==> config.mk <==
export PLATFORM = sky130hd
export DESIGN_NAME = sync_serial_port
export DESIGN_NICKNAME = d
export VERILOG_FILES = /design/src/hdl/sync_serial_function_pkg.sv /design/src/hdl/sync_serial_port.sv
export VERILOG_INCLUDE_DIRS = /design/src /design/src/hdl
export SDC_FILE = /design/constraint.sdc
export NUM_CORES = 1
export LEC_CHECK = 0
export ABC_AREA = 1
export BUFFER_PORTS_ARGS = -buffer_cell sky130_fd_sc_hd__buf_2
export CORE_UTILIZATION = 30
export DETAILED_ROUTE_END_ITERATION = 12
export GPL_TIMING_DRIVEN = 0
export PLACE_DENSITY = 0.44
export SYNTH_ARGS = -nofsm -noshare
export SYNTH_HDL_FRONTEND = slang
export SYNTH_SLANG_ARGS = --single-unit
==> constraint.sdc <==
create_clock -name aclk -period 2.9 [get_ports aclk]
set_input_delay 0.145 -clock aclk [delete_from_list [all_inputs] [get_ports aclk]]
set_output_delay 0.145 -clock aclk [all_outputs]
set_load 0.03 [all_outputs]
==> src/hdl/sync_serial_function_defs.svh <==
`ifndef SYNC_SERIAL_DEFS_SVH
`define SYNC_SERIAL_DEFS_SVH
// Register indices; byte address is four times the index
`define IDX_P4_LATCH  16'hF220
`define IDX_P4_DIR    16'hF221
`define IDX_P4_DRV_LO 16'hF222
`define IDX_P4_DRV_HI 16'hF223
`define IDX_P4_FSL_LO 16'hF224
`define IDX_P4_FSL_HI 16'hF225
`define IDX_SER_MODE  16'hF230
`define IDX_SER_CLK   16'hF231
`define IDX_SER_CTL   16'hF232
`define IDX_SER_BUF   16'hF233
// Field positions
`define CTL_RUN       0
`define CK_EXT_A      4'h6
`define CK_EXT_B      4'h7
`define PIN_SIN       0
`define PIN_SCK       1
`define PIN_SOUT      2
// Constants
`define LEN_8         5'h08
`define LEN_16        5'h10
`define RESP_OK       2'h0
`define RESP_ERR      2'h2
`define ZERO_BYTE     8'h00
`endif

==> src/hdl/sync_serial_function_pkg.sv <==
package sync_serial_pkg;
  typedef struct packed {
    logic lg;
    logic md_hi;
    logic md_lo;
    logic msb_first;
  } serial_mode_t;
  typedef struct packed {
    logic       idle_low;
    logic [3:0] sel;
  } clock_select_t;
  typedef struct packed {
    logic [2:0] in;
    logic [2:0] out;
    logic [2:0] oe_n;
  } port_pins_t;
  typedef enum logic {ST_IDLE, ST_SHIFT} xfer_state_t;
endpackage

==> src/hdl/sync_serial_port.sv <==
// Overview of operation
// Mode bits 1,0 select transmit only
// Run bit write starts shifting buffer out
// Transmit word done: pulse irq, clear run
// Transmit bits leave on data out pin
// Internal clock means master, external slave
// Bit order bit picks LSB/MSB first
// Mode bits 0,1 select receive only
// Receive starts on run, no buffer write
// Receive word done: pulse irq, clear run
// Receive bits sampled from data in pin
// Receive only drives data out high
// Mode bits 1,1 select full duplex
// Duplex run starts, done after word
// Duplex shifts out and samples together
// Software selects third function on pins
// Function select hi 1, lo 0, bits 2-0
// Master: out pins push-pull, in input
// Input drive bits and latch free
// Length bit: 0 eight, 1 sixteen bits
// Clock type 0 idles high, 1 low
// No mode change during transfer; mode writes are not blocked while running
// One bit per clock period, exact count
`include "sync_serial_function_defs.svh"
`timescale 1ns/10ps
`default_nettype none
module sync_serial_port #(
  parameter int AW          = 18,
  parameter int MASTER_HALF = 4
) (
  input  wire logic          aclk,
  input  wire logic          aresetn,
  input  wire logic [AW-1:0] s_axi_awaddr,
  input  wire logic          s_axi_awvalid,
  output logic               s_axi_awready,
  input  wire logic [31:0]   s_axi_wdata,
  input  wire logic [3:0]    s_axi_wstrb,
  input  wire logic          s_axi_wvalid,
  output logic               s_axi_wready,
  output logic [1:0]         s_axi_bresp,
  output logic               s_axi_bvalid,
  input  wire logic          s_axi_bready,
  input  wire logic [AW-1:0] s_axi_araddr,
  input  wire logic          s_axi_arvalid,
  output logic               s_axi_arready,
  output logic [31:0]        s_axi_rdata,
  output logic [1:0]         s_axi_rresp,
  output logic               s_axi_rvalid,
  input  wire logic          s_axi_rready,
  input  wire logic [2:0]    port4_pin_in,
  output sync_serial_pkg::port_pins_t port4_pin,
  output logic               transfer_done_irq
);
  import sync_serial_pkg::*;

  function automatic logic [15:0] reg_index(input logic [AW-1:0] a);
    reg_index = 16'(a >> 2);
  endfunction

  // Register storage
  logic [7:0]    port4_output_latch;
  logic [7:0]    port4_direction;
  logic [7:0]    port4_drive_control_lo;
  logic [7:0]    port4_drive_control_hi;
  logic [7:0]    port4_function_select_lo;
  logic [7:0]    port4_function_select_hi;
  serial_mode_t  serial_mode_reg_a;
  clock_select_t serial_clock_select_reg;
  logic [15:0]   shift_buffer;
  xfer_state_t   state;

  // Bus slave
  logic          aw_full;
  logic          w_full;
  logic [AW-1:0] wr_addr;
  logic [31:0]   wr_data;
  logic [3:0]    wr_strb;
  wire           wr_go  = aw_full & w_full & ~s_axi_bvalid;
  wire [15:0]    wr_idx = reg_index(wr_addr);
  wire           wr_b0  = wr_go & wr_strb[0];
  wire           wr_b1  = wr_go & wr_strb[1];

  assign s_axi_awready = ~aw_full & ~s_axi_bvalid;
  assign s_axi_wready  = ~w_full & ~s_axi_bvalid;
  assign s_axi_arready = ~s_axi_rvalid;

  wire wr_hit = wr_idx >= `IDX_P4_LATCH && wr_idx <= `IDX_P4_FSL_HI
             || wr_idx >= `IDX_SER_MODE && wr_idx <= `IDX_SER_BUF;

  always_ff @(posedge aclk) begin
    if (!aresetn) begin
      aw_full      <= 1'b0;
      w_full       <= 1'b0;
      wr_addr      <= '0;
      wr_data      <= 32'h00000000;
      wr_strb      <= 4'h0;
      s_axi_bvalid <= 1'b0;
      s_axi_bresp  <= `RESP_OK;
    end else begin
      if (s_axi_awvalid && s_axi_awready) begin
        aw_full <= 1'b1;
        wr_addr <= s_axi_awaddr;
      end
      if (s_axi_wvalid && s_axi_wready) begin
        w_full  <= 1'b1;
        wr_data <= s_axi_wdata;
        wr_strb <= s_axi_wstrb;
      end
      if (wr_go) begin
        aw_full      <= 1'b0;
        w_full       <= 1'b0;
        s_axi_bvalid <= 1'b1;
        s_axi_bresp  <= wr_hit ? `RESP_OK : `RESP_ERR;
      end else if (s_axi_bready) begin
        s_axi_bvalid <= 1'b0;
      end
    end
  end

  wire [15:0] rd_idx = reg_index(s_axi_araddr);
  wire [15:0] rd_buf = serial_mode_reg_a.lg ? shift_buffer
                     : {`ZERO_BYTE, shift_buffer[7:0]};
  wire        rd_hit;
  wire [15:0] rd_val;
  assign {rd_hit, rd_val} =
      rd_idx == `IDX_P4_LATCH  ? {1'b1, `ZERO_BYTE, port4_output_latch}
    : rd_idx == `IDX_P4_DIR    ? {1'b1, `ZERO_BYTE, port4_direction}
    : rd_idx == `IDX_P4_DRV_LO ? {1'b1, `ZERO_BYTE, port4_drive_control_lo}
    : rd_idx == `IDX_P4_DRV_HI ? {1'b1, `ZERO_BYTE, port4_drive_control_hi}
    : rd_idx == `IDX_P4_FSL_LO ? {1'b1, `ZERO_BYTE, port4_function_select_lo}
    : rd_idx == `IDX_P4_FSL_HI ? {1'b1, `ZERO_BYTE, port4_function_select_hi}
    : rd_idx == `IDX_SER_MODE  ? {1'b1, 12'h000, serial_mode_reg_a}
    : rd_idx == `IDX_SER_CLK   ? {1'b1, 11'h000, serial_clock_select_reg}
    : rd_idx == `IDX_SER_CTL   ? {1'b1, 15'h0000, state == ST_SHIFT}
    : rd_idx == `IDX_SER_BUF   ? {1'b1, rd_buf}
    : {1'b0, 16'h0000};

  always_ff @(posedge aclk) begin
    if (!aresetn) begin
      s_axi_rvalid <= 1'b0;
      s_axi_rdata  <= 32'h00000000;
      s_axi_rresp  <= `RESP_OK;
    end else if (s_axi_arvalid && s_axi_arready) begin
      s_axi_rvalid <= 1'b1;
      s_axi_rdata  <= {16'h0000, rd_val};
      s_axi_rresp  <= rd_hit ? `RESP_OK : `RESP_ERR;
    end else if (s_axi_rready) begin
      s_axi_rvalid <= 1'b0;
    end
  end

  // Pin inputs pass two flops; a third stage serves edge finding
  logic [2:0] pin_meta;
  logic [2:0] pin_sync;
  logic       sck_prev;
  always_ff @(posedge aclk) begin
    if (!aresetn) begin
      pin_meta <= 3'h0;
      pin_sync <= 3'h0;
      sck_prev <= 1'b0;
    end else begin
      pin_meta <= port4_pin_in;
      pin_sync <= pin_meta;
      sck_prev <= pin_sync[`PIN_SCK];
    end
  end

  // third function
  wire [2:0] third_fn = port4_function_select_hi[2:0]
                      & ~port4_function_select_lo[2:0];
  // master or slave
  wire is_master = serial_clock_select_reg.sel != `CK_EXT_A
                && serial_clock_select_reg.sel != `CK_EXT_B;
  // idle level
  wire idle_lvl  = ~serial_clock_select_reg.idle_low;
  wire running   = state == ST_SHIFT;
  // word length
  wire [4:0] len = serial_mode_reg_a.lg ? `LEN_16 : `LEN_8;
  wire [4:0] last_bit = len - 5'h01;

  // Master clock divider; held at idle level outside transfers
  logic       mclk;
  logic [15:0] hcnt;
  wire        half_tick = running && is_master
                       && hcnt == 16'(MASTER_HALF - 1);
  always_ff @(posedge aclk) begin
    if (!aresetn) begin
      mclk <= 1'b1;
      hcnt <= 16'h0000;
    end else if (!running) begin
      mclk <= idle_lvl;
      hcnt <= 16'h0000;
    end else begin
      hcnt <= half_tick ? 16'h0000 : hcnt + 16'h0001;
      if (half_tick)
        mclk <= ~mclk;
    end
  end

  wire sck_now  = pin_sync[`PIN_SCK];
  wire s_lead   = sck_prev == idle_lvl && sck_now != idle_lvl;
  wire s_trail  = sck_prev != idle_lvl && sck_now == idle_lvl;
  // edge source
  wire lead  = running && (is_master ? half_tick && mclk == idle_lvl
                                     : s_lead);
  wire trail = running && (is_master ? half_tick && mclk != idle_lvl
                                     : s_trail);

  // sampled data
  wire sin_bit = serial_mode_reg_a.md_lo & pin_sync[`PIN_SIN];
  wire msb     = serial_mode_reg_a.msb_first;
  wire lg      = serial_mode_reg_a.lg;
  // next output bit
  wire tx_bit  = msb ? (lg ? shift_buffer[15] : shift_buffer[7])
                     : shift_buffer[0];
  wire [15:0] sh_msb = {shift_buffer[14:0], sin_bit};
  wire [15:0] sh_lsb = lg ? {sin_bit, shift_buffer[15:1]}
                          : {8'h00, sin_bit, shift_buffer[7:1]};

  logic [4:0] bit_cnt;
  logic       sout_bit;
  // exact count
  wire done = trail && bit_cnt == last_bit;
  wire start = wr_b0 && wr_idx == `IDX_SER_CTL
            && wr_data[`CTL_RUN] && !running
            && (serial_mode_reg_a.md_hi || serial_mode_reg_a.md_lo);
  wire abort = wr_b0 && wr_idx == `IDX_SER_CTL
            && !wr_data[`CTL_RUN] && running;

  // run control
  // start without buffer load
  // duplex start
  always_ff @(posedge aclk) begin
    if (!aresetn) begin
      state             <= ST_IDLE;
      transfer_done_irq <= 1'b0;
    end else begin
      transfer_done_irq <= done;
      case (state)
        ST_IDLE: begin
          if (start)
            state <= ST_SHIFT;
        end
        ST_SHIFT: begin
          // clear run
          // clear run
          if (done || abort)
            state <= ST_IDLE;
        end
        default: state <= ST_IDLE;
      endcase
    end
  end

  // shift and sample
  // one bit per period
  always_ff @(posedge aclk) begin
    if (!aresetn) begin
      shift_buffer <= 16'h0000;
      bit_cnt      <= 5'h00;
      sout_bit     <= 1'b1;
    end else begin
      if (start)
        bit_cnt <= 5'h00;
      else if (trail)
        bit_cnt <= bit_cnt + 5'h01;
      if (lead)
        sout_bit <= tx_bit;
      if (trail)
        shift_buffer <= msb ? sh_msb : sh_lsb;
      else if (!running && wr_idx == `IDX_SER_BUF) begin
        if (wr_b0)
          shift_buffer[7:0] <= wr_data[7:0];
        if (wr_b1)
          shift_buffer[15:8] <= wr_data[15:8];
      end
    end
  end

  // Configuration writes; mode changes mid-transfer are not blocked
  always_ff @(posedge aclk) begin
    if (!aresetn) begin
      port4_output_latch       <= 8'h00;
      port4_direction          <= 8'h00;
      port4_drive_control_lo   <= 8'h00;
      port4_drive_control_hi   <= 8'h00;
      port4_function_select_lo <= 8'h00;
      port4_function_select_hi <= 8'h00;
      serial_mode_reg_a        <= '0;
      serial_clock_select_reg  <= '0;
    end else if (wr_b0) begin
      if (wr_idx == `IDX_P4_LATCH)
        port4_output_latch <= wr_data[7:0];
      else if (wr_idx == `IDX_P4_DIR)
        port4_direction <= wr_data[7:0];
      else if (wr_idx == `IDX_P4_DRV_LO)
        port4_drive_control_lo <= wr_data[7:0];
      else if (wr_idx == `IDX_P4_DRV_HI)
        port4_drive_control_hi <= wr_data[7:0];
      else if (wr_idx == `IDX_P4_FSL_LO)
        port4_function_select_lo <= wr_data[7:0];
      else if (wr_idx == `IDX_P4_FSL_HI)
        port4_function_select_hi <= wr_data[7:0];
      else if (wr_idx == `IDX_SER_MODE)
        serial_mode_reg_a <= wr_data[3:0];
      else if (wr_idx == `IDX_SER_CLK)
        serial_clock_select_reg <= wr_data[4:0];
    end
  end

  // transmit only
  // receive only
  // full duplex
  wire rx_only = ~serial_mode_reg_a.md_hi & serial_mode_reg_a.md_lo;
  // output held high
  wire sout_lvl = rx_only ? 1'b1 : sout_bit;
  // data out pin
  // direction bit drives plain GPIO only
  wire [2:0] fn_out = {sout_lvl, mclk, 1'b1};
  wire [2:0] fn_oe_n = {1'b0, ~is_master, 1'b1};
  assign port4_pin.in   = pin_sync;
  assign port4_pin.out  = (third_fn & fn_out)
                        | (~third_fn & port4_output_latch[2:0]);
  assign port4_pin.oe_n = (third_fn & fn_oe_n)
                        | (~third_fn & port4_direction[2:0]);

  a_done_clears_run: assert property (@(posedge aclk)
    disable iff (!aresetn) done |=> state == ST_IDLE && transfer_done_irq)
    else $error("run not cleared after word");
  a_start_sets_run: assert property (@(posedge aclk)
    disable iff (!aresetn) start |=> running ##1 bit_cnt == 5'h00)
    else $error("start not taken");
  a_rx_only_high: assert property (@(posedge aclk)
    disable iff (!aresetn) rx_only && third_fn[`PIN_SOUT]
    |-> port4_pin.out[`PIN_SOUT])
    else $error("data out not high in receive mode");
  // Clock flop takes a new idle level one cycle after the write
  a_idle_clock: assert property (@(posedge aclk)
    disable iff (!aresetn) !$past(running) && !running
    |-> mclk == $past(idle_lvl))
    else $error("master clock not at idle level");
  a_master_drive: assert property (@(posedge aclk)
    disable iff (!aresetn) third_fn[`PIN_SCK]
    |-> port4_pin.oe_n[`PIN_SCK] == !is_master)
    else $error("clock pin drive wrong for role");
  a_one_bit_step: assert property (@(posedge aclk)
    disable iff (!aresetn) trail && !done
    |=> bit_cnt == $past(bit_cnt) + 5'h01 && running)
    else $error("bit count step wrong");
  a_lsb_order: assert property (@(posedge aclk)
    disable iff (!aresetn) lead && !msb |=> sout_bit == $past(shift_buffer[0]))
    else $error("lsb first order broken");
  a_len_reset: assert property (@(posedge aclk)
    !$past(aresetn) |-> !serial_mode_reg_a.lg && len == `LEN_8)
    else $error("length not eight after reset");
  // Written for the default half period of four cycles
  a_master_period: assert property (@(posedge aclk)
    disable iff (!aresetn) start && is_master
    |=> !lead [*3] ##1 lead)
    else $error("master edge too early");
endmodule
`default_nettype wire
Word level (Yosys, flattened, before mapping)
Cells that the tools add are included.
- register bits after elaboration: 165
- latch bits: 0
- memory bits (writable): 0
- bits in read-only memories: 0
- input port bits: 82
- output and inout port bits: 51
- word-level logic and storage cells: 184
- memories: 0
- add/subtract/negate cells: 3
- $mul: 0
- div/mod/pow operators: 0
- magnitude comparators: 4
- equality and inequality tests: 31
- shift-type cells: 0
- muxes and demuxes: 34
- bitwise logic cells: 34
- reductions and logical operators: 45
- operator list (cell ; count):
    $eq 16x16->1 const B ; 20
    $mux 17 ; 10
    $mux 16 ; 5
    $ge 16x16->1 const B ; 2
    $le 16x16->1 const B ; 2
    $logic_and 1x1->1 ; 22
    $not 1->1 ; 17
    $add 16x1->16 const B ; 1
    $eq 16x2->1 const B ; 1
    $mux 8 ; 2
    $mux 1 ; 13
    $and 3x3->3 ; 4
    $reduce_bool 2->1 ; 5
    $reduce_and 9->1 ; 1
    $and 1x1->1 ; 8
    $ne 4x3->1 const B ; 2
    $reduce_and 8->1 ; 1
    $reduce_and 7->1 ; 1
    $not 3->3 ; 2
    $or 3x3->3 ; 2
    $reduce_and 2->1 ; 3
    $reduce_and 6->1 ; 1
    $add 5x1->5 const B ; 1
    $eq 5x5->1 ; 1
    15 further kinds ; 24

Longest topological paths before layout
Gate-level depths: netlist of the first run.
- word-level depth: 12
- gate-level depth with buffers: 13
- depth with buffers taken out: 12

Worst setup path before layout of the first run
Ideal clock, no wire load.
- path type: reg-to-reg
- start point: reg s_axi_bvalid
- end point: reg port4_function_select_hi[5]
- library setup time: 0.116 ns
- arrival time: 1.695 ns
- required time: 2.784 ns
- slack: 1.089 ns
- stages on the path, launching flop included: 9
- buffers on the path: 1
- period minus slack after synthesis: 1.811 ns
- cell sequence: dfxtp_1 -> nor3_2 -> nand2_1 -> nor2_1 -> nor3b_2 -> nand3_2 -> buf_6 -> o21ai_0 -> nor2_1
- word-level cells in the longest chain between the ends: 4
- ends and longest elaborated chain (what ; line ; RTL):
    start, declared ; sync_serial_port.sv:41 ; output logic s_axi_bvalid,
    start signal, assigned ; sync_serial_port.sv:97 ; s_axi_bvalid <= 1'b0;
    start signal, assigned ; sync_serial_port.sv:112 ; s_axi_bvalid <= 1'b1;
    start signal, assigned ; sync_serial_port.sv:115 ; s_axi_bvalid <= 1'b0;
    $not 1->1 ; sync_serial_port.sv:78 ; wire wr_go = aw_full & w_full & ~s_axi_bvalid;
    $and 1x1->1 ; sync_serial_port.sv:78 ;
    $and 1x1->1 ; sync_serial_port.sv:80 ; wire wr_b0 = wr_go & wr_strb[0];
    $reduce_and 7->1 (no source line) ; n/a ;
    end signal, assigned ; sync_serial_port.sv:303 ; port4_function_select_hi <= wr_data[7:0];
    end, declared ; sync_serial_port.sv:66 ; logic [7:0] port4_function_select_hi;
No other way between the ends.
A chain may end at the register's enable or synchronous reset.

Final worst setup path of the first run
- start point: reg hcnt[0]
- end point: reg shift_buffer[15]
- word-level cells in the longest chain between the ends: 7
- elaborated cells on any way between the ends: 9
- classes of those cells: 1 x eq/ne; 2 x mux; 6 x reduce/logical
- ends and longest elaborated chain (what ; line ; RTL):
    start, declared ; sync_serial_port.sv:183 ; logic [15:0] hcnt;
    start signal, assigned ; sync_serial_port.sv:194 ; hcnt <= half_tick ? 16'h0000 : hcnt + 16'h0001;
    $eq 16x2->1 * ; sync_serial_port.sv:185 ; && hcnt == 16'(MASTER_HALF - 1);
    $logic_and 1x1->1 * ; sync_serial_port.sv:185 ;
    $logic_and 1x1->1 * ; sync_serial_port.sv:206 ; wire trail = running && (is_master ? half_tick && mclk != idle_lvl
    $mux 1 * ; sync_serial_port.sv:206 ;
    $logic_and 1x1->1 * ; sync_serial_port.sv:206 ;
    $reduce_bool 2->1 (no source line) ; n/a ;
    $reduce_and 2->1 (no source line) ; n/a ;
    end signal, assigned ; sync_serial_port.sv:270 ; shift_buffer <= msb ? sh_msb : sh_lsb;
    end signal, assigned ; sync_serial_port.sv:275 ; shift_buffer[15:8] <= wr_data[15:8];
    end, declared ; sync_serial_port.sv:69 ; logic [15:0] shift_buffer;
Every way passes the cells marked *; elsewhere a longest branch is shown, timed or not.

==> flow_summary.yaml, run 1 <==
status:
  status: "complete, but fails checks"
  violations: "DRC"
synthesis:
  yosys-top-cells-area: "dfxtp_1 (42%), nand2_1 (8.4%), nor2_1 (7.7%)"
  yosysWarningCount: 0
  synthCells: 1078
  syn_avg_cell_area_sq_um: 7.11
  synthesis.area_sq_um: 7670
  yosysTopAreaCell: "dfxtp_1"
  yosysSeqAreaShare_pct: 42.0
  yosysTopAreaCellShare_pct: 42.0
  synth_cell_types: 49
  ys_seq_elements: 161
critical_path:
  crit_type: "reg2reg"
  slowest_delay_ps: 390
  cp_top_family: "simple AND/OR/NAND/NOR gates"
  crit_slowest_cell: "nor4_1"
  critical_path_buf_inv_count: 1
  required_ps: 3220
  start_kind: "flip-flop"
  crit_arrival_ps: 2560
  worstSetupEndpointType: "flip-flop"
  worstPathMaxFanout: 10
  crit_chain: "ha_1, nand2_1, nor4_1, nand4_1, o21ai_2, nand2_2, clkbuf_1, o21ai_0, nor2_1"
cells_and_area:
  layout_commonest_cell: "nand2_1"
  final_cells: 1576
  num_antenna_cells: 0
  design_area_sq_um: 9500
  drive_gt1_share_pct: 14.9
  syn2layout_area_growth_pct: 23.9
  layout.cells.most_common_list: "nand2_1 (172), dfxtp_1 (161), nor2_1 (158), inv_1 (120), buf_2 (98)"
  finalNetCount: 1317
  fin_util_pct: 37.9
power:
  intPower_mw: 3.88
  p_seq_share_pct: 44.5
  comb_power_share_pct: 8.7
  p_leak_nw: 3.81
  power.share.clock_pct: 46.8
  vdd_drop_max_uv: 291
  p_sw_share_pct: 25.3
  power.net_switching_mw: 1.31
  cellPowerDensity_nw_per_um2: 547
routing:
  ant_nets: 0
  wl_per_cell_um: 16.0
  vias_per_cell: 4.74
  drt_pre_antenna_iters: 9
  first_iter_violations: 435
  wl_um: 25200
  drc: 1
  vias: 7466
floorplanning:
  initial_core_util_pct: 30.5
  num_rows: 58
  core_area_sq_um: 25100
  die_w_um: 162
  pin_count: 133
  die-area_sq_um: 26200
  die_h_um: 162
hold_path:
  min_path_type: "in2reg"
timing:
  hold_viol: 0
  final.setup.tns_ps: 0
  finalCriticalPeriod_ps: 2240
  setup_slack_ps: 658
  period_share_pct: 77.3
  tightest_slew_ps: 1020
  grt_setup_unrepaired: "false"
  drv_slew: 0
  relSlewSlack_pct: 31.7
  setup_violations: 0
  max_freq_mhz: 446
  clock_skew_ps: 8.97
clocking:
  htree_levels: 4
  cts-buffers-inserted: 17
  clkSinkCount: 161
  ctsResizeCount: 0
  cts_buffer_depth: 2
  clock-root-buffer: "clkbuf_16"
  cts_tree: "done"
  clock_latency_ps: 430
  clk_pin_slew_ps: 60
global_route:
  grt_pass1_wl_um: 39300
  grt_antenna_before_repair: 0
  grt-busiest-layer: "met2"
  grt_pass1_vias: 6901
  gr-usage-met2_pct: 31.5
  met1_usage_pct: 26.9
  overflow: 0
  gr-usage-met3_pct: 3.14
  grt_max_degree: 17
  grtUsageTotal_pct: 19.7
placement:
  gp_congestion: 0.871
  io_buffers: 92
  dp_cells: 1517
  place_area_sq_um: 8610
  post-place-ws_ps: 602
  hpwl_um: 18800
flow_run:
  drv_cap: 0
[logic make-up (layout without fill, tap and decap cells)]
family | count (synthesis) | in the layout | synth area share [%]
AO/OA/AOI/OAI | 244 | 244 | 17.6
adder cells (fa/ha/maj) | 2 | 2 | 0.326
buffers and inverters | 186 | 337 | 10.5
AND/OR/NAND/NOR | 473 | 473 | 28.3
other | 1 | 18 | 0.0489
XOR/XNOR | 11 | 11 | 1.26
flip-flops | 161 | 161 | 42.0
[power by group through the flow]
stage / registers [mW] / logic [mW] / clock network, mW
floorplan: 2.36 / 0.263 / 0
global placement: 2.36 / 0.429 / 0
detailed placement: 2.36 / 0.429 / 0
CTS: 2.31 / 0.457 / 2.50
global route: 2.32 / 0.505 / 2.58
finish: 2.31 / 0.453 / 2.43
[worst register-to-register path: cells and delay by family (launching register included)]
family | cells | cell delay, ps
simple gates | 5 | 850
buf+inv | 1 | 280
fa+ha+maj | 1 | 180
compound gates | 2 | 470
flops | 1 | 350
[final cells by class]
class / instances / area [sq um]
timing repair buffer: 119 / 731
inverter: 125 / 469
fill: 2733 / 15600
tap: 330 / 413
multi-input combinational: 748 / 3710
sequential: 161 / 3220
buffer: 61 / 335
clock inverter: 13 / 184
clock buffer: 19 / 443
[layer usage]
metal | vias to the layer above | share of wire, %
met3 | 26 | 3.9
met5 | - | 0
li1 | 3860 | -
met2 | 177 | 45
met4 | 0 | 1.9
met1 | 3403 | 49
[cells in the mapped netlist (all sizes together)]
library cell,number
nand4,39
o21a,7
o221ai,1
o211ai,2
o21ai,111
o2111a,1
a22o,1
nor2,164
xnor2,4
nor4,8
o21bai,1
xor2,7
o31ai,1
o2111ai,1
nand3b,1
a31oi,8
clkbuf,29
a211oi,19
inv,124
buf,32
conb,1
ha,2
nor3,20
or2,3
a32o,1
o22ai,3
nand3,59
nor3b,4
dfxtp,161
a21oi,87
clkinv,1
and3,1
nand2,174
[final timing paths]
kind,slack [ps],end,cells after the start,from
max,660,shift_buffer[15],9,hcnt[0]
min,10,wr_addr[2],3,s_axi_awaddr[2]
max reg2reg,660,shift_buffer[15],9,hcnt[0]
min reg2reg,410,pin_sync[2],2,pin_meta[2]
[metrics by stage]
stage / power, mW / hold WS, ps
CTS: 5.27 / 1.83
global route: 5.41 / 17.8
detailed placement: 2.79 / 335
global placement: 2.79 / 329
finish: 5.20 / 13.2
floorplan: 2.63 / 243
[repair_timing]
item                      4_1_cts  5_1_grt
buffers inserted                0        0
hold buffers                   27        0
hold endpoints to repair       27        0
(Power assumes the default switching activity.)
==> run 2: changes to the inputs <==
--- a/config.mk
+++ b/config.mk
@@ -11,7 +11,7 @@
 export CORE_UTILIZATION = 30
 export DETAILED_ROUTE_END_ITERATION = 12
 export GPL_TIMING_DRIVEN = 0
-export PLACE_DENSITY = 0.44
+export PLACE_DENSITY = 0.46
 export SYNTH_ARGS = -nofsm -noshare
 export SYNTH_HDL_FRONTEND = slang
 export SYNTH_SLANG_ARGS = --single-unit
==> constraint.sdc (replaced) <==
create_clock -name aclk -period 2 [get_ports aclk]
set_input_delay 0.1 -clock aclk [delete_from_list [all_inputs] [get_ports aclk]]
set_output_delay 0.1 -clock aclk [all_outputs]
set_load 0.03 [all_outputs]
==> run 2 against run 1 <==
The run now ends clean; non-clock buffer count increased by 23; clock power increased by 34%; die area unchanged; first-iteration DRC count increased by 7.6%; utilization increased by 1.2 points; setup slack got worse by 570 ps; flip-flop and latch count unchanged; register-to-register slack got worse by 570 ps; clock skew increased by 5.2 ps; fmax increased by 18%; critical path type unchanged; critical endpoint is now port4_output_latch[6]; largest cell class unchanged.
==> flow_summary.yaml, run 2 (synthesis gave the netlist of run 1 again) <==
status:
  status: "finished clean"
timing:
  final.setup.tns_ps: 0
  relSlewSlack_pct: 49.7
  clock_skew_ps: 14.2
  hold_viol: 0
  tightest_slew_ps: 754
  max_freq_mhz: 524
  finalCriticalPeriod_ps: 1910
  whs_ps: 13.5
  setup_violations: 0
  setup_slack_ps: 92.6
  drv_slew: 0
  period_share_pct: 95.4
clocking:
  htree_levels: 4
  cts_buffer_depth: 2
  clock-root-buffer: "clkbuf_16"
  clk_pin_slew_ps: 60
  clock_latency_ps: 430
  clkSinkCount: 161
  cts_tree: "done"
  cts-buffers-inserted: 17
cells_and_area:
  drive_gt1_share_pct: 17.5
  finalNetCount: 1340
  syn2layout_area_growth_pct: 27.9
  layout.cells.most_common_list: "nand2_1 (167), dfxtp_1 (160), nor2_1 (151), inv_1 (119), buf_2 (95)"
  num_antenna_cells: 0
  design_area_sq_um: 9810
  layout_commonest_cell: "nand2_1"
power:
  vdd_drop_max_uv: 456
  p_leak_nw: 3.94
  cellPowerDensity_nw_per_um2: 744
critical_path:
  worstSetupEndpointType: "flip-flop"
  start_kind: "flip-flop"
  crit_chain: "nor2_4, nand3_4, nor2_4, nand4_1, buf_4, nor2_4, buf_2, o21ai_0, a21oi_1"
  reg2reg_depth: 9
  worst_path_most_repeated_cell: "nor2_4"
  reg2reg_slack_ps: 90
  worstPathMaxFanout: 10
  required_ps: 2360
  crit_slowest_cell: "dfxtp_1"
  timing.rr.start: "wr_addr[12]"
  reg2reg_to: "port4_output_latch[6]"
  crit_type: "reg2reg"
  slowest_delay_ps: 330
  crit_arrival_ps: 2270
routing:
  ant_nets: 0
  first_iter_violations: 468
  wl_per_cell_um: 15.6
  drc: 0
  wl_um: 24900
  drt_pre_antenna_iters: 5
  vias: 7556
  vias_per_cell: 4.73
placement:
  place_area_sq_um: 8610
  io_buffers: 92
  hpwl_um: 18500
  gp_congestion: 0.860
  post-place-ws_ps: -309
hold_path:
  hold_end: "wr_data[1]"
  min_path_type: "in2reg"
  whs_path_depth: 3
  min_from: "s_axi_wdata[1]"
global_route:
  overflow: 0
  grt_antenna_before_repair: 0
  grt_max_degree: 17
  grtUsageTotal_pct: 19.6
  grt_pass1_vias: 7160
  grt_pass1_wl_um: 39400
floorplanning:
  initial_core_util_pct: 30.5
  die_h_um: 162
  pin_count: 133
  die_w_um: 162
  die-area_sq_um: 26200
  core_area_sq_um: 25100
  num_rows: 58
flow_run:
  drv_cap: 0
run 2: per-stage QoR:
stage | instances | total power, mW | utilization (%)
5_1_grt | 1597 | 7.59 | 39.1
6_report | 1597 | 7.30 | 39.1
2_1_floorplan | 1095 | 3.81 | -
3_3_place_gp | 1517 | 4.04 | 34.3
3_5_place_dp | 1517 | 4.04 | 34.3
4_1_cts | 1590 | 7.36 | 38.5
run 2: routing by layer:
metal	vias to the layer above	wire length, um	track usage, %
met5	-	0	0
met4	0	331	5.36
met3	22	1210	4.19
met2	181	11100	31.3
met1	3441	12200	26.5
li1	3912	-	-
run 2: repair_timing:
| action | in CTS | in global routing |
|---|---|---|
| pin swaps | 4 | 7 |
| hold endpoints to repair | 37 | 0 |
| endpoints found under the setup margin | 81 | 86 |
| buffers inserted | 6 | 7 |
| resized for setup | 18 | 36 |
| hold buffers | 37 | 0 |
run 2: power by group:
group          total, mW  internal, mW  switching (mW)
combinational      0.685         0.229           0.456
sequential          3.36          3.29          0.0654
clock               3.25          1.89            1.36
run 2: how the worst max path moves through the flow:
stage / startpoint / to / slack [ps] / cells past startpoint
floorplan: s_axi_bvalid / port4_function_select_hi[5] / 190 / 8
global placement: hcnt[0] / hcnt[12] / -300 / 9
detailed placement: wr_addr[8] / port4_direction[6] / -310 / 8
CTS: wr_addr[12] / bit_cnt[1] / 20 / 10
global route: wr_addr[8] / lg / -20 / 9
finish: wr_addr[12] / port4_output_latch[6] / 90 / 9
run 2: cell type report:
| class | instances | area [sq um] |
|---|---|---|
| plain buffers | 61 | 360 |
| clock buffers | 21 | 460 |
| clock inverters | 9 | 109 |
| fillers | 2726 | 15300 |
| inverters | 125 | 469 |
| multi-input cells | 748 | 3850 |
| flip-flops and latches | 161 | 3220 |
| well taps | 330 | 413 |
| repair buffers | 142 | 928 |
run 2: worst max-delay path: cells and delay by family (launching register included):
family	cells	cell delay (ps)
compound gates	2	270
flops	1	330
buf+inv	2	460
simple gates	5	780
